===== src/cbt_regs.svh =====
`ifndef CBT_REGS_SVH
`define CBT_REGS_SVH
// ----------------------------------------
// register offsets (byte addresses)
// ----------------------------------------
`define CBT_BTC_OFS      12'h000
`define CBT_FEN_OFS      12'h004
`define CBT_BPL_OFS      12'h008
`define CBT_BPM_OFS      12'h00c
`define CBT_STAT_OFS     12'h010
// ----------------------------------------
// bit timing field positions
// ----------------------------------------
`define CBT_WAKE_BIT     14
`define CBT_PH2_MSB      10
`define CBT_PH2_LSB      8
`define CBT_FREE_BIT     7
`define CBT_TRIPLE_BIT   6
`define CBT_PH1_MSB      5
`define CBT_PH1_LSB      3
`define CBT_PROP_MSB     2
`define CBT_PROP_LSB     0
`define CBT_BTC_RW_MASK  16'h47ff
// ----------------------------------------
// reset values
// ----------------------------------------
`define CBT_BTC_RST      16'h0000
`define CBT_FEN_RST      16'hffff
`define CBT_BP_RST       16'h0000
// ----------------------------------------
// pointer encoding and timing
// ----------------------------------------
`define CBT_FIFO_PTR     4'hf
`define CBT_IPT_TQ       4'h2
`define CBT_CLK_MHZ      50
`define CBT_TQ_NS        100
`define CBT_TQ_DIV       ((`CBT_TQ_NS * `CBT_CLK_MHZ) / 1000)
`define CBT_WAKE_NS      500
`define CBT_WAKE_CNT     ((`CBT_WAKE_NS * `CBT_CLK_MHZ + 999) / 1000)
`endif


===== src/cbt_pkg.sv =====
`default_nettype none
package cbt_pkg;
  // bit segment states, gray along the bit
  typedef enum logic [1:0] {
    BT_SYNC = 2'b00,
    BT_PROP = 2'b01,
    BT_PH1  = 2'b11,
    BT_PH2  = 2'b10
  } cbt_seg_type;

  // segment length in time quanta
  typedef logic [3:0] cbt_len_type;

  // three-bit length code to quanta, code plus one
  function automatic cbt_len_type cbt_len_f(input logic [2:0] code);
    return {1'b0, code} + 4'h1;
  endfunction
endpackage
`default_nettype wire


===== src/cbt_bit_timer.sv =====
`timescale 1ns/10ps
`default_nettype none
`include "cbt_regs.svh"
module cbt_bit_timer (
  // clock and reset
  input  wire logic            pclk,
  input  wire logic            presetn,
  // time quantum enable
  input  wire logic            tq_tick,
  // timing configuration
  input  wire logic [2:0]      prop_seg_len,
  input  wire logic [2:0]      phase1_len,
  input  wire logic [2:0]      phase2_len,
  input  wire logic            phase2_free_sel,
  input  wire logic            triple_sample_sel,
  input  wire logic            wake_line_filter_sel,
  // bus line pin
  input  wire logic            can_rx,
  // results
  output logic                 sample_pulse,
  output logic                 sample_bit,
  output logic                 bit_end,
  output logic                 wake_req,
  output cbt_pkg::cbt_seg_type seg_state
);
  import cbt_pkg::*;

  // ----------------------------------------
  // line synchroniser and filter
  // ----------------------------------------
  logic       rx_s1_reg, rx_s2_reg, rx_s3_reg; // pin sync chain
  logic       line_reg;                        // accepted line level
  logic       line_prev_reg;                   // for raw edge
  logic [7:0] low_cnt_reg;                     // dominant run length

  // three flops; change only when second and third agree
  always_ff @(posedge pclk or negedge presetn) begin
    if (!presetn) begin
      rx_s1_reg <= 1'b1;
      rx_s2_reg <= 1'b1;
      rx_s3_reg <= 1'b1;
      line_reg  <= 1'b1;
    end else begin
      rx_s1_reg <= can_rx;
      rx_s2_reg <= rx_s1_reg;
      rx_s3_reg <= rx_s2_reg;
      if (rx_s2_reg == rx_s3_reg) begin
        line_reg <= rx_s3_reg;
      end
    end
  end

  // ----------------------------------------
  // wake detection
  // ----------------------------------------
  // filtered mode ignores glitches shorter than the wake time
  always_ff @(posedge pclk or negedge presetn) begin
    if (!presetn) begin
      low_cnt_reg   <= 8'h00;
      line_prev_reg <= 1'b1;
      wake_req      <= 1'b0;
    end else begin
      line_prev_reg <= line_reg;
      if (line_reg) begin
        low_cnt_reg <= 8'h00;
      end else if (low_cnt_reg != 8'(`CBT_WAKE_CNT)) begin
        low_cnt_reg <= low_cnt_reg + 8'h01;
      end
      if (wake_line_filter_sel) begin
        wake_req <= !line_reg && (low_cnt_reg == 8'(`CBT_WAKE_CNT - 1));
      end else begin
        wake_req <= line_prev_reg && !line_reg;
      end
    end
  end

  // ----------------------------------------
  // segment sequencer
  // ----------------------------------------
  cbt_seg_type seg_reg, seg_next;  // current segment
  cbt_len_type tq_cnt_reg;         // quanta spent in segment
  cbt_len_type ph1_eff, ph2_eff;   // effective phase lengths
  cbt_len_type seg_len;            // length of current segment
  logic        seg_last;           // last quantum of segment
  logic [2:0]  hist_reg;           // line at recent quanta

  // phase 2 free or derived from phase 1 and processing time
  always_comb begin
    ph1_eff = cbt_len_f(phase1_len);
    if (phase2_free_sel) begin
      ph2_eff = cbt_len_f(phase2_len);
    end else begin
      ph2_eff = (ph1_eff > `CBT_IPT_TQ) ? ph1_eff : `CBT_IPT_TQ;
    end
    case (seg_reg)
      BT_SYNC: seg_len = 4'h1;
      BT_PROP: seg_len = cbt_len_f(prop_seg_len);
      BT_PH1:  seg_len = ph1_eff;
      BT_PH2:  seg_len = ph2_eff;
      default: seg_len = 4'h1;
    endcase
    // >= keeps a shortened length from stalling mid segment
    seg_last = tq_tick && (tq_cnt_reg >= seg_len - 4'h1);
    case (seg_reg)
      BT_SYNC: seg_next = BT_PROP;
      BT_PROP: seg_next = BT_PH1;
      BT_PH1:  seg_next = BT_PH2;
      BT_PH2:  seg_next = BT_SYNC;
      default: seg_next = BT_SYNC;
    endcase
  end

  // segment and quantum counting
  always_ff @(posedge pclk or negedge presetn) begin
    if (!presetn) begin
      seg_reg    <= BT_SYNC;
      tq_cnt_reg <= 4'h0;
    end else if (seg_last) begin
      seg_reg    <= seg_next;
      tq_cnt_reg <= 4'h0;
    end else if (tq_tick) begin
      tq_cnt_reg <= tq_cnt_reg + 4'h1;
    end
  end

  // ----------------------------------------
  // sampling at end of phase 1
  // ----------------------------------------
  // triple mode votes the last three quanta up to the point
  always_ff @(posedge pclk or negedge presetn) begin
    if (!presetn) begin
      hist_reg     <= 3'h7;
      sample_pulse <= 1'b0;
      sample_bit   <= 1'b1;
      bit_end      <= 1'b0;
    end else begin
      sample_pulse <= seg_last && (seg_reg == BT_PH1);
      bit_end      <= seg_last && (seg_reg == BT_PH2);
      if (tq_tick) begin
        hist_reg <= {hist_reg[1:0], line_reg};
      end
      if (seg_last && (seg_reg == BT_PH1)) begin
        if (triple_sample_sel) begin
          sample_bit <= (hist_reg[1] & hist_reg[0]) | (hist_reg[1] & line_reg) | (hist_reg[0] & line_reg);
        end else begin
          sample_bit <= line_reg;
        end
      end
    end
  end

  assign seg_state = seg_reg;

  // ----------------------------------------
  // checks
  // ----------------------------------------
  logic [4:0] seg_ticks_reg; // helper: quanta in segment
  logic [5:0] bit_ticks_reg; // helper: quanta in bit
  logic [10:0] cfg_now;      // helper: timing config as one word
  logic [10:0] cfg_prev_reg; // helper: config one cycle ago
  logic        cfg_dirty_reg; // helper: config moved during this bit

  assign cfg_now = {triple_sample_sel, phase2_free_sel, phase2_len, phase1_len, prop_seg_len};

  // a bit that saw a config write has mixed lengths, so length checks skip it
  always_ff @(posedge pclk or negedge presetn) begin
    if (!presetn) begin
      cfg_prev_reg  <= 11'h000;
      cfg_dirty_reg <= 1'b0;
    end else begin
      cfg_prev_reg <= cfg_now;
      // a change wins over the clear at the end of a bit
      if (cfg_now != cfg_prev_reg) begin
        cfg_dirty_reg <= 1'b1;
      end else if (bit_end) begin
        cfg_dirty_reg <= 1'b0;
      end
    end
  end

  always_ff @(posedge pclk or negedge presetn) begin
    if (!presetn) begin
      seg_ticks_reg <= 5'h00;
      bit_ticks_reg <= 6'h00;
    end else if (tq_tick) begin
      seg_ticks_reg <= seg_last ? 5'h00 : seg_ticks_reg + 5'h01;
      bit_ticks_reg <= (seg_last && seg_reg == BT_PH2) ? 6'h00 : bit_ticks_reg + 6'h01;
    end
  end
endmodule
`default_nettype wire


===== src/cbt_top.sv =====
// Our own choices: the APB interface to the registers and the register addresses.
`timescale 1ns/10ps
`default_nettype none
`include "cbt_regs.svh"
// Functional notes
// - wake select routes line through filter
// - bits 13 to 11 read zero
// - phase 2 length is code plus one
// - phase 2 free or max(phase1, processing)
// - triple or single sample at point
// - phase 1 length is code plus one
// - propagation length is code plus one
// - one enable bit per filter
// - pointer 1111 routes to receive FIFO
// - pointer 0 to 14 selects buffer
// - first pointer register holds filters 3..0
// - second pointer register holds filters 7..4
module cbt_top (
  // clock and reset
  input  wire logic        pclk,
  input  wire logic        presetn,
  // apb slave
  input  wire logic        psel,
  input  wire logic        penable,
  input  wire logic        pwrite,
  input  wire logic [11:0] paddr,
  input  wire logic [31:0] pwdata,
  input  wire logic [3:0]  pstrb,
  output logic [31:0]      prdata,
  output logic             pready,
  output logic             pslverr,
  // bus line pin
  input  wire logic        can_rx,
  // acceptance comparator hits
  input  wire logic [15:0] filter_hit,
  // routing result
  output logic [15:0]      accept_hit,
  output logic             route_valid,
  output logic             route_to_fifo,
  output logic [3:0]       route_buf_idx,
  output logic [2:0]       route_filter,
  // bit timing results
  output logic             sample_pulse,
  output logic             sample_bit,
  output logic             bit_end,
  output logic             wake_req
);
  import cbt_pkg::*;

  // ----------------------------------------
  // registers
  // ----------------------------------------
  logic [15:0] bit_timing_config_b_reg;      // bit timing
  logic [15:0] filter_enable_set_reg;        // filter enables
  logic [15:0] filter_buffer_select_lo_reg;  // pointers 3..0
  logic [15:0] filter_buffer_select_mid_reg; // pointers 7..4
  logic [31:0] status_word;                  // live state
  cbt_seg_type seg_state;                    // timer segment
  logic        wr_en;                        // write access phase
  logic        rd_setup;                     // read setup phase
  logic        addr_ok;                      // mapped address

  // write merge under byte strobes, low lanes only
  function automatic logic [15:0] cbt_merge_f(input logic [15:0] old,
                                              input logic [31:0] wd,
                                              input logic [3:0]  st);
    logic [15:0] res;
    res = old;
    if (st[0]) begin
      res[7:0] = wd[7:0];
    end
    if (st[1]) begin
      res[15:8] = wd[15:8];
    end
    return res;
  endfunction

  // address decode
  function automatic logic cbt_hit_f(input logic [11:0] a);
    return (a == `CBT_BTC_OFS) || (a == `CBT_FEN_OFS) || (a == `CBT_BPL_OFS) ||
           (a == `CBT_BPM_OFS) || (a == `CBT_STAT_OFS);
  endfunction

  // ----------------------------------------
  // apb handshake
  // ----------------------------------------
  // zero wait states: every access completes in its first access cycle
  assign pready   = 1'b1;
  assign addr_ok  = cbt_hit_f(paddr);
  assign pslverr  = psel && penable && !addr_ok;
  assign wr_en    = psel && penable && pwrite && addr_ok;
  assign rd_setup = psel && !penable && !pwrite;

  // register writes, one process per register group
  always_ff @(posedge pclk or negedge presetn) begin
    if (!presetn) begin
      bit_timing_config_b_reg <= `CBT_BTC_RST;
    end else if (wr_en && paddr == `CBT_BTC_OFS) begin
      // unused bits never store
      bit_timing_config_b_reg <= cbt_merge_f(bit_timing_config_b_reg, pwdata, pstrb) & `CBT_BTC_RW_MASK;
    end
  end

  // filters all enabled after reset
  always_ff @(posedge pclk or negedge presetn) begin
    if (!presetn) begin
      filter_enable_set_reg <= `CBT_FEN_RST;
    end else if (wr_en && paddr == `CBT_FEN_OFS) begin
      filter_enable_set_reg <= cbt_merge_f(filter_enable_set_reg, pwdata, pstrb);
    end
  end

  // buffer pointer registers
  always_ff @(posedge pclk or negedge presetn) begin
    if (!presetn) begin
      filter_buffer_select_lo_reg  <= `CBT_BP_RST;
      filter_buffer_select_mid_reg <= `CBT_BP_RST;
    end else if (wr_en) begin
      if (paddr == `CBT_BPL_OFS) begin
        filter_buffer_select_lo_reg <= cbt_merge_f(filter_buffer_select_lo_reg, pwdata, pstrb);
      end
      if (paddr == `CBT_BPM_OFS) begin
        filter_buffer_select_mid_reg <= cbt_merge_f(filter_buffer_select_mid_reg, pwdata, pstrb);
      end
    end
  end

  // live status: segment, last sample, last route
  assign status_word = {20'h00000, seg_state, sample_bit, route_valid, route_to_fifo,
                        route_filter, route_buf_idx};

  // read data captured in setup so it is a flop during access
  always_ff @(posedge pclk or negedge presetn) begin
    if (!presetn) begin
      prdata <= 32'h00000000;
    end else if (rd_setup) begin
      case (paddr)
        `CBT_BTC_OFS:  prdata <= {16'h0000, bit_timing_config_b_reg & `CBT_BTC_RW_MASK};
        `CBT_FEN_OFS:  prdata <= {16'h0000, filter_enable_set_reg};
        `CBT_BPL_OFS:  prdata <= {16'h0000, filter_buffer_select_lo_reg};
        `CBT_BPM_OFS:  prdata <= {16'h0000, filter_buffer_select_mid_reg};
        `CBT_STAT_OFS: prdata <= status_word;
        default:       prdata <= 32'h00000000; // unmapped reads zero
      endcase
    end
  end

  // ----------------------------------------
  // time quantum divider
  // ----------------------------------------
  logic [7:0] tq_div_reg; // clocks within one quantum
  logic       tq_tick;    // one-cycle quantum enable

  always_ff @(posedge pclk or negedge presetn) begin
    if (!presetn) begin
      tq_div_reg <= 8'h00;
    end else if (tq_div_reg == 8'(`CBT_TQ_DIV - 1)) begin
      tq_div_reg <= 8'h00;
    end else begin
      tq_div_reg <= tq_div_reg + 8'h01;
    end
  end

  assign tq_tick = (tq_div_reg == 8'(`CBT_TQ_DIV - 1));

  // ----------------------------------------
  // bit timing engine
  // ----------------------------------------
  cbt_bit_timer u_timer (
    .pclk                 (pclk),
    .presetn              (presetn),
    .tq_tick              (tq_tick),
    .prop_seg_len         (bit_timing_config_b_reg[`CBT_PROP_MSB:`CBT_PROP_LSB]),
    .phase1_len           (bit_timing_config_b_reg[`CBT_PH1_MSB:`CBT_PH1_LSB]),
    .phase2_len           (bit_timing_config_b_reg[`CBT_PH2_MSB:`CBT_PH2_LSB]),
    .phase2_free_sel      (bit_timing_config_b_reg[`CBT_FREE_BIT]),
    .triple_sample_sel    (bit_timing_config_b_reg[`CBT_TRIPLE_BIT]),
    .wake_line_filter_sel (bit_timing_config_b_reg[`CBT_WAKE_BIT]),
    .can_rx               (can_rx),
    .sample_pulse         (sample_pulse),
    .sample_bit           (sample_bit),
    .bit_end              (bit_end),
    .wake_req             (wake_req),
    .seg_state            (seg_state)
  );

  // ----------------------------------------
  // filter routing
  // ----------------------------------------
  logic [3:0]  buf_ptr [8];  // pointer per low filter
  logic [15:0] gated_hit;    // hits of enabled filters
  logic        pick_valid;   // some low filter hit
  logic [2:0]  pick_filter;  // lowest hitting filter

  // pointer fields from the two registers
  genvar gi;
  generate
    for (gi = 0; gi < 4; gi++) begin : g_ptr
      assign buf_ptr[gi]     = filter_buffer_select_lo_reg[4*gi +: 4];
      assign buf_ptr[gi + 4] = filter_buffer_select_mid_reg[4*gi +: 4];
    end
  endgenerate

  // disabled filters are masked before any pick
  assign gated_hit = filter_hit & filter_enable_set_reg;

  // lowest filter number wins when several hit at once
  always_comb begin
    pick_valid  = 1'b0;
    pick_filter = 3'h0;
    for (int i = 7; i >= 0; i--) begin
      if (gated_hit[i]) begin
        pick_valid  = 1'b1;
        pick_filter = 3'(i);
      end
    end
  end

  // registered routing result, one cycle after the hit
  always_ff @(posedge pclk or negedge presetn) begin
    if (!presetn) begin
      accept_hit    <= 16'h0000;
      route_valid   <= 1'b0;
      route_to_fifo <= 1'b0;
      route_buf_idx <= 4'h0;
      route_filter  <= 3'h0;
    end else begin
      accept_hit  <= gated_hit;
      route_valid <= pick_valid;
      if (pick_valid) begin
        route_filter  <= pick_filter;
        route_to_fifo <= (buf_ptr[pick_filter] == `CBT_FIFO_PTR);
        route_buf_idx <= buf_ptr[pick_filter];
      end
    end
  end
endmodule
`default_nettype wire

===== config.mk =====
export PLATFORM = sky130hd
export DESIGN_NAME = cbt_top
export DESIGN_NICKNAME = d
export VERILOG_FILES = /design/src/cbt_pkg.sv /design/src/cbt_bit_timer.sv /design/src/cbt_top.sv
export VERILOG_INCLUDE_DIRS = /design/src
export SDC_FILE = /design/constraint.sdc
export NUM_CORES = 1
export LEC_CHECK = 0
export BUFFER_PORTS_ARGS = -buffer_cell sky130_fd_sc_hd__buf_4
export CAP_MARGIN = 20
export CORE_MARGIN = 1
export CORE_UTILIZATION = 59
export CTS_CLUSTER_DIAMETER = 50
export DETAILED_ROUTE_END_ITERATION = 8
export HOLD_SLACK_MARGIN = 0.15
export PLACE_DENSITY = 0.85
export SYNTH_ARGS = -nofsm -noshare
export SYNTH_HDL_FRONTEND = slang
export SYNTH_SLANG_ARGS = --single-unit

===== constraint.sdc =====
create_clock -name pclk -period 4.29 [get_ports pclk]
set_input_delay 0.2145 -clock pclk [delete_from_list [all_inputs] [get_ports pclk]]
set_output_delay 0.2145 -clock pclk [all_outputs]
set_load 0.005 [all_outputs]

======== Yosys cells after proc, flatten, opt, wreduce, memory -nomap -nowiden ========
Cells that the tools add are included.
operators by class
  $add $sub $neg .......................... 7
  magnitude comparators ................... 3
  equality and inequality tests ........... 12
  mux-type cells .......................... 31
  bitwise operators ....................... 7
  reductions and logical operators ........ 33
operators by type and width
  cell                                                   number
  case mux 16 bit (5 select lines)                       1
  == test 12 x 4 -> 1 bit, second input constant         2
  two-way mux 3 bit                                      8
  two-way mux 4 bit                                      6
  two-way mux 8 bit                                      3
  adder 8 x 1 -> 8 bit, second input constant            2
  AND 16 bit                                             1
  case mux 4 bit (4 select lines)                        1
  logical AND 1 bit                                      13
  adder 3 x 1 -> 4 bit, second input constant            3
  binary-select mux 4 bit (select 3 bit)                 1
  == test 12 x 3 -> 1 bit, second input constant         1
  == test 12 x 5 -> 1 bit, second input constant         1
  zero test 12 bit                                       1
  AND reduction 3 bit                                    4
  two-way mux 1 bit                                      10
  == test 8 x 3 -> 1 bit, second input constant          1
  == test 8 x 5 -> 1 bit, second input constant          1
  inequality test 8 x 5 -> 1 bit, second input constant  1
  case mux 2 bit (4 select lines)                        1
  AND reduction 2 bit                                    4
  adder 4 x 1 -> 4 bit, second input constant            1
  == test 2 bit, second input constant                   2
  == test 4 bit, second input constant                   1
  13 further kinds                                       23
storage, ports and cells
  register bits after elaboration ......... 150
  output and inout bits ................... 63
  word-level logic and storage cells ...... 121

======== Longest topological paths before layout ========
Gate-level depths: netlist (run 1).
  depth in word-level cells ............... 14
  mapped depth ............................ 13

======== Hierarchy ========
A second synthesis (run 1) with hierarchy kept.
unflattened totals
  cells, all modules ...................... 567
  area, all modules ....................... 6543.8 um^2
modules (own cells, without submodules)
  module         instances  cells an instance  area each (um^2)
  cbt_top        1          416                5022.3
  cbt_bit_timer  1          151                1521.5

======== Least setup slack after synthesis (run 1) ========
No wires, ideal clock.
  path type ............................... register to register
  from .................................... reg bit_timing_config_b_reg[7]
  to ...................................... reg u_timer.sample_bit
  arrival time ............................ 2.863 ns
  data required time ...................... 4.208 ns
  path slack .............................. 1.345 ns
  stages on the path, launching flop included .. 14
  path buffers ............................ 1
  period minus slack after synthesis ...... 2.945 ns
  cells stage by stage .................... dfrtp_1 > clkbuf_1 > o21ba_2 > o21ai_0 > o21ai_0 > a21oi_1 > ha_1 > ha_1 > a21o_1 > a21o_1 > a21oi_1 > nor2_1 > and3_1 > mux2_2
on the way
  word-level cells in the longest chain between the ends .. 6
ends and longest elaborated chain
  what                               line                  RTL
  from (decl)                        cbt_top.sv:53         logic [15:0] bit_timing_config_b_reg;
  from (signal assigned)             cbt_top.sv:97         bit_timing_config_b_reg <= `CBT_BTC_RST;
  from (signal assigned)             cbt_top.sv:100        bit_timing_config_b_reg <= cbt_merge_f(bit_timing_config_b_reg, pwdata, pstrb) & `CBT_BTC_RW_MASK;
  two-way mux 4 bit                  cbt_bit_timer.sv:90   if (phase2_free_sel) begin
  case mux 4 bit (4 select lines)    cbt_bit_timer.sv:95   case (seg_reg)
  subtractor 4 x 1 -> 4 bit          cbt_bit_timer.sv:103  seg_last = tq_tick && (tq_cnt_reg >= seg_len - 4'h1);
  greater-or-equal comparator 4 bit  cbt_bit_timer.sv:103
  logical AND 1 bit                  cbt_bit_timer.sv:103
  logical AND 1 bit                  cbt_bit_timer.sv:142  if (seg_last && (seg_reg == BT_PH1)) begin
  to (signal assigned)               cbt_bit_timer.sv:144  sample_bit <= (hist_reg[1] & hist_reg[0]) | (hist_reg[1] & line_reg) | (hist_reg[0] & line_reg);
  to (signal assigned)               cbt_bit_timer.sv:146  sample_bit <= line_reg;
  to (decl)                          cbt_bit_timer.sv:21   output logic sample_bit,
Every way passes these cells.
A chain may end at the register's enable or synchronous reset.

======== Worst setup path after layout (run 1) ========
  from .................................... reg bit_timing_config_b_reg[3]
  to ...................................... reg u_timer.sample_bit
on the way
  word-level cells in the longest chain between the ends .. 9
ends and longest elaborated chain
  what                                              line                  RTL
  adder 3 x 1 -> 4 bit *                            cbt_pkg.sv:16         return {1'b0, code} + 4'h1;
  greater-than comparator 4 x 2 -> 1 bit (no line)  --
  two-way mux 4 bit (no line)                       --
  two-way mux 4 bit                                 cbt_bit_timer.sv:90
  case mux 4 bit (4 select lines) *                 cbt_bit_timer.sv:95
  subtractor 4 x 1 -> 4 bit *                       cbt_bit_timer.sv:103
  greater-or-equal comparator 4 bit *               cbt_bit_timer.sv:103
  logical AND 1 bit *                               cbt_bit_timer.sv:103
  logical AND 1 bit *                               cbt_bit_timer.sv:142
Mark *: on every way between the ends. The rest lies on a longest branch, timed or not.

==> results of run 1 <==
power groups by stage:
| stage | logic [mW] | registers (mW) | clock network, mW |
|---|---|---|---|
| 4_1_cts | 0.163 | 1.30 | 1.36 |
| 6_report | 0.163 | 1.30 | 1.35 |
| 3_5_place_dp | 0.137 | 1.32 | 0 |
| 2_1_floorplan | 0.0649 | 1.31 | 0 |
| 5_1_grt | 0.181 | 1.30 | 1.42 |
| 3_3_place_gp | 0.131 | 1.32 | 0 |
cell families (layout without fill, tap and decap cells):
kind of cell / after synthesis / count (layout) / synth area share, %
AO/OA/AOI/OAI: 99 / 99 / 9.79
XOR/XNOR: 15 / 15 / 2.05
adder cells (fa/ha/maj): 15 / 15 / 2.89
buffers and inverters: 50 / 182 / 4.09
flip-flops: 134 / 134 / 52.7
multiplexers: 85 / 85 / 16.1
other: 2 / 17 / 0.117
AND/OR/NAND/NOR: 161 / 161 / 12.2
area by class of cell:
type                       count  area [µm²]  area share (%)
multi-input combinational    392        2840            35.0
timing repair buffer         134        1090            13.5
clock inverter                13         126            1.56
inverter                      16        60.1           0.742
tap                          136         170            2.10
sequential                   134        3380            41.8
clock buffer                  19         432            5.33
worst max-delay path, delay by kind of cell, from the launching register on:
kind | cells | cell delay (ps)
muxes | 1 | 280
AOI/OAI and AO/OA | 6 | 1310
adders and majority gates | 3 | 870
DFF | 1 | 460
and+or+nand+nor | 2 | 440
path summary, 6_finish.rpt:
check | slack, ps | from | depth (start not counted) | endpoint
max | 860 | bit_timing_config_b_reg[3] | 12 | u_timer.sample_bit
max reg2reg | 860 | bit_timing_config_b_reg[3] | 12 | u_timer.sample_bit
min reg2reg | 360 | u_timer.rx_s1_reg | 0 | u_timer.rx_s2_reg
min | 260 | paddr[6] | 5 | prdata[12]
min in group asynchronous | 300 | presetn | 2 | tq_div_reg[2]
max in group asynchronous | 2980 | presetn | 3 | u_timer.line_prev_reg
metal layers:
metal	up-vias	track usage [%]
met5	-	0
met4	0	12.3
met3	49	4.05
met2	270	49.7
met1	2453	39.7
li1	2230	-
cell usage after synthesis (all sizes together), types with 2 or more instances:
| cell | number |
|---|---|
| a21o | 6 |
| a21oi | 21 |
| a221oi | 11 |
| a222oi | 3 |
| a22o | 2 |
| a22oi | 7 |
| and2 | 12 |
| and3 | 7 |
| buf | 22 |
| clkbuf | 12 |
| conb | 2 |
| dfrtp | 110 |
| dfstp | 24 |
| ha | 14 |
| inv | 16 |
| mux2 | 64 |
| mux2i | 15 |
| mux4 | 6 |
| nand2 | 60 |
| nand2b | 5 |
| nand3 | 19 |
| nand4 | 3 |
| nor2 | 35 |
| nor2b | 2 |
| nor3 | 3 |
| nor4 | 2 |
| o211ai | 2 |
| o21a | 2 |
| o21ai | 40 |
| or2 | 2 |
| or3 | 5 |
| xnor2 | 8 |
| xor2 | 7 |
through the flow:
step / setup WS [ps] / utilization (%) / hold slack, ps
global route: 693 / 77.7 / 294
detailed placement: 1010 / 69.1 / 325
finish: 863 / 77.7 / 261
floorplan: 1350 / - / -81.1
global placement: 1170 / 69.0 / 322
CTS: 899 / 77.7 / 245
==> summary.md, run 1 <==
| Metric | Value |
|---|---|
| Initial antenna violation count | 0 |
| H-tree depth | 4 |
| CTS clock-pin slew for the worst setup and hold paths | 60 ps |
| Max FO, Critical Path | 6 |
| DPL Wire Length | 10900 µm |
| Hold Violations, Final | 0 |
| Setup crit end kind | register |
| Clock buffer depth | 2 |
| Gate Count Post-Synth | 561 |
| Post-Syn Area | 6420 µm² |
| Hold Crit Class | in2reg |
| Vias per cell | 5.93 |
| Grt ovf | 0 |
| Crit-path max cell delay | 460 ps |
| Cell taking the most area after synthesis | dfrtp_1 |
| Period minus WS final | 3430 ps |
| Chip Width | 106 µm |
| Placed inst area | 7200 µm² |
| Sequential share of power | 46.2% |
| Final period utilization | 79.9% |
| Comb pwr share | 5.8% |
| Core Area | 10400 µm² |
| Rows | 37 |
| Met3 Wirelength | 1190 µm |
| Top post-synthesis cells by area | dfrtp_1 (43%), dfstp_2 (9.8%), mux2_2 (9.8%) |
| Worst-path cell chain | ha_1 > o21ai_0 > o21ai_0 > a21oi_1 > ha_1 > ha_1 > a21o_1 > a21o_1 > a21oi_1 > nor2_1 > and3_1 > mux2_2 |
| Dominant synthesized flop cell | dfrtp_1 |
| Synth Register Bits | 134 |
| Mean area per synthesized cell | 11.4 µm² |
| Post-synthesis sequential area ratio | 52.7% |
| Final wirelength | 15900 µm |
| Most frequent CP cell | ha_1 |
| Global-route wire length before repair | 25700 µm |
| Total global-route track usage | 29.9% |
| Post-CTS Setup Bufs | 0 |
| Die area | 11300 µm² |
| DRT Pass-1 Iters | 5 |
| Via count | 5002 |
| Slew Limit Fails | 0 |
| Most frequent cells in the layout | dfrtp_1 (110), buf_4 (100), nand2_1 (60) |
| Cell Int Power | 2.15 mW |
| Clock Root Buffer | clkbuf_8 |
| Most common cell after layout, fill and taps aside | dfrtp_1 |
| # DRC | 0 |
| PortBufs | 97 |
| EDFF count, synth | 0 |
| Layout filler cell count | 642 |
| Setup violators final | 0 |
| Startpoint types | register |
| Skew final | 7.67 ps |
| Final GP Congestion | 0.923 |
| Metal2 WL | 7800 µm |
| Status | completed |
| Critical path arrival | 3870 ps |
| IO Count | 133 |
| Inst Count DP | 778 |
| Hold_buf cts | 34 |
| Avg WL per Cell | 18.8 µm |
| Initial DRC count | 416 |
| Worst Tran Pin Value | 798 ps |
| M1 WL | 6360 µm |
| N_diodes | 0 |
| Leakage power | 3.96 nW |
| Post-synth ARST share | 100% |
| CTS Sinks | 134 |
| Warnings, synthesis | 0 |
| # nets final | 779 |
| Share of power burned in the clock network | 48.0% |
| Yosys top cell area share | 42.9% |
| Post-route ant nets | 0 |
| WP data required | 4740 ps |
| Setup TNS | 0 ps |
| Overall Power | 2.81 mW |
| Post-CTS sizing | 0 |
| Design area | 8100 µm² |
| Top sig layer | met4 |
| RSZ-0062 raised after global routing | false |
| Peak supply drop | 0.315 mV |
| Via count of the first global-routing pass | 5021 |
| Synthesis-to-layout area growth | 26.2% |
| CTS tree | yes |
| PwrDens | 347 nW/µm² |
| Skew-Pair Late Insertion Delay | 520 ps |
| Relative slew slack | 46.7% |
| Fin cells | 844 |
| Fmax | 292 MHz |
| Slowest CP cell | dfrtp_1 |
| Switching share of power | 23.5% |
| Effective utilization at floorplan | 61.6% |
| Largest net degree at the start of global routing | 64 |
| Crit Path Category | reg2reg |
| Die Ht | 106 µm |
| Psw | 661 µW |
| Share of post-route cells with drive strength above 1 | 33.8% |
| CTS Buf Count | 17 |
| Max-cap viol count | 0 |
| Netlist cell types | 54 |
Note: power is estimated with default switching activity, not from simulation.
==> run 2, diff against run 1 <==
CORE_UTILIZATION = 55   (was 59)
PLACE_DENSITY = 0.8   (was 0.85)
clock period = 3.28 ns   (was 4.29 ns; I/O delays follow)
==> run 2 against run 1 <==
Effect of this change:
- clock power grew 60%
- total power grew 45%
- die area grew 7.1%
- clock skew shrank 1.2 ps
- largest cell class unchanged
==> summary.md, run 2 (same netlist as run 1, synthesis figures left out) <==
| Metric | Value |
|---|---|
| Leakage power | 4.04 nW (+2.1%) |
| # nets final | 781 (+0.26%) |
| Startpoint types | register |
| Setup crit end kind | register |
| Via count | 5019 (+0.34%) |
| Most frequent cells in the layout | dfrtp_1 (110), buf_4 (101), nand2_1 (60) |
| Final wirelength | 16600 µm (+4.5%) |
| WP data required | 3620 ps (-1120 ps) |
| CTS Buf Count | 17 (unchanged) |
| Setup violators final | 0 (unchanged) |
| Post-CTS Setup Bufs | 0 (unchanged) |
| Total global-route track usage | 28.7% (-1.2 points) |
| Critical path buffers and inverters | 0 (unchanged) |
| Critical path arrival | 3430 ps (-440 ps) |
| IO Count | 133 (unchanged) |
| Die area | 12100 µm² (+7.1%) |
| Relative slew slack | 44.0% (-2.7 points) |
| Post-route ant nets | 0 (unchanged) |
| Slew Limit Fails | 0 (unchanged) |
| Initial antenna violation count | 1 (+1) |
| H-tree depth | 4 (unchanged) |
| Core Area | 11400 µm² (+9.6%) |
| Crit Path Category | reg2reg |
| Final period utilization | 94.3% (+14 points) |
| DRT Pass-1 Iters | 5 (unchanged) |
| Period minus WS final | 3090 ps (-334 ps) |
| Max FO, Critical Path | 6 (unchanged) |
| Max-cap viol count | 0 (unchanged) |
| Most frequent CP cell | ha_1 |
| Via count of the first global-routing pass | 4909 (-2.2%) |
| PwrDens | 494 nW/µm² (+42%) |
| Grt ovf | 0 (unchanged) |
| CTS tree | yes |
| Crit-path max cell delay | 450 ps (about the same) |
| CTS Sinks | 134 (unchanged) |
| PortBufs | 97 (unchanged) |
| Rows | 39 (+5.4%) |
| Chip Width | 110 µm (+3.5%) |
| Initial DRC count | 425 (+2.2%) |
| Status | completed |
| Final GP Congestion | 0.892 (-3.3%) |
| Synthesis-to-layout area growth | 28.6% |
| Share of post-route cells with drive strength above 1 | 34.1% (+0.33 points) |
| Fmax | 323 MHz (+11%) |
| Avg WL per Cell | 19.5 µm (+3.4%) |
| Effective utilization at floorplan | 56.2% (-5.4 points) |
| N_diodes | 0 (unchanged) |
| CP top delay family | compound AO/OA/AOI/OAI gates |
| Layout filler cell count | 752 (+17%) |
| Hold Crit Class | in2reg |
| Skew final | 6.43 ps (-1.23 ps) |
| Vias per cell | 5.88 (-0.72%) |
| CTS clock-pin slew for the worst setup and hold paths | 60 ps (about the same) |
| Setup TNS | 0 ps (unchanged) |
| RSZ-0062 raised after global routing | false |
| Most common cell after layout, fill and taps aside | dfrtp_1 |
| Slowest CP cell | dfrtp_1 |
| Clock Root Buffer | clkbuf_16 |
| Largest net degree at the start of global routing | 83 (+30%) |
| # DRC | 0 (unchanged) |
| Peak supply drop | 0.352 mV (+12%) |
| Clock buffer depth | 2 (unchanged) |
| Skew-Pair Late Insertion Delay | 410 ps (-110 ps) |
| Worst-path cell chain | ha_1 > o21ai_1 > o21ai_1 > a21oi_2 > ha_1 > ha_1 > a21o_1 > a21o_1 > a21oi_1 > nor2_1 > and3_1 > mux2_2 |
| Die Ht | 110 µm (+3.5%) |
| Overall Power | 4.08 mW (+45%) |
| DPL Wire Length | 10700 µm (-2.0%) |
| Global-route wire length before repair | 25300 µm (-1.6%) |
| Worst Tran Pin Value | 838 ps (+40.0 ps) |
| Hold Violations, Final | 0 (unchanged) |
## run 2: cell count changes in the layout (fill, tap and decap cells not counted), moves of 2 or more
cell / previous run / this run
clkinv_4: 3 / 0
bufinv_16: 1 / 5
o21ai_1: 7 / 9
clkinvlp_4: 7 / 3
o21ai_0: 33 / 31
clkbuf_8: 2 / 4
## run 2: power by group
part / switching [mW] / internal (mW) / total (mW)
sequential: 0.0183 / 1.68 / 1.70
combinational: 0.114 / 0.108 / 0.222
clock: 0.722 / 1.44 / 2.16
## run 2: worst paths after layout
path                                                  from                 end  slack [ps]  depth (start not counted)
worst max register to register  bit_timing_config_b_reg[3]  u_timer.sample_bit         190                         12
max in group asynchronous                          presetn  u_timer.sample_bit        2030                          3
min in group asynchronous                          presetn           prdata[7]         330                          2
worst max-delay path            bit_timing_config_b_reg[3]  u_timer.sample_bit         190                         12
worst min-delay path                              paddr[0]          prdata[12]         300                          5
worst min register to register           u_timer.rx_s1_reg   u_timer.rx_s2_reg         360                          0
## run 2: final cells by class
| cell class | instances | area, µm² | area share [%] |
|---|---|---|---|
| Sequential cell | 134 | 3380 | 41.0 |
| Timing Repair Buffer | 136 | 1120 | 13.6 |
| Clock buffer | 22 | 484 | 5.87 |
| Clock inverter | 10 | 190 | 2.30 |
| Inverter | 16 | 60.1 | 0.728 |
| Tap cell | 143 | 179 | 2.17 |
| Multi-Input combinational cell | 392 | 2840 | 34.4 |
## run 2: stage by stage
stage / hold WS (ps) / instances / util, % / setup slack, ps / instance area [µm²]
floorplan: -132 / 576 / - / 335 / 6470
global placement: 224 / 787 / 63.4 / 372 / 7240
detailed placement: 239 / 787 / 63.4 / 141 / 7240
CTS: 281 / 853 / 72.3 / 58.9 / 8250
global route: 338 / 853 / 72.3 / 2.81 / 8250
finish: 302 / 853 / 72.3 / 187 / 8250
## run 2: per-layer routing
metal / part of all wire, % / track usage (%) / up-vias
met5: 0 / 0 / -
met4: 3.5 / 14.8 / 0
met3: 7.3 / 7.58 / 45
met2: 48 / 45.6 / 261
met1: 41 / 36.3 / 2472
li1: - / - / 2241
## run 2: repair_timing
item	in CTS	in global routing
hold buffers	34	0
endpoints found under the setup margin	0	5
gates resized for setup	0	3
hold endpoints to repair	121	0
## run 2: worst register-to-register path, cell delays in order, from the launching register on
cell,delay [ps]
dfrtp_1,450
ha_1,330
o21ai_1,210
o21ai_1,130
a21oi_2,180
ha_1,260
ha_1,270
a21o_1,160
a21o_1,170
a21oi_1,230
nor2_1,130
and3_1,230
mux2_2,270
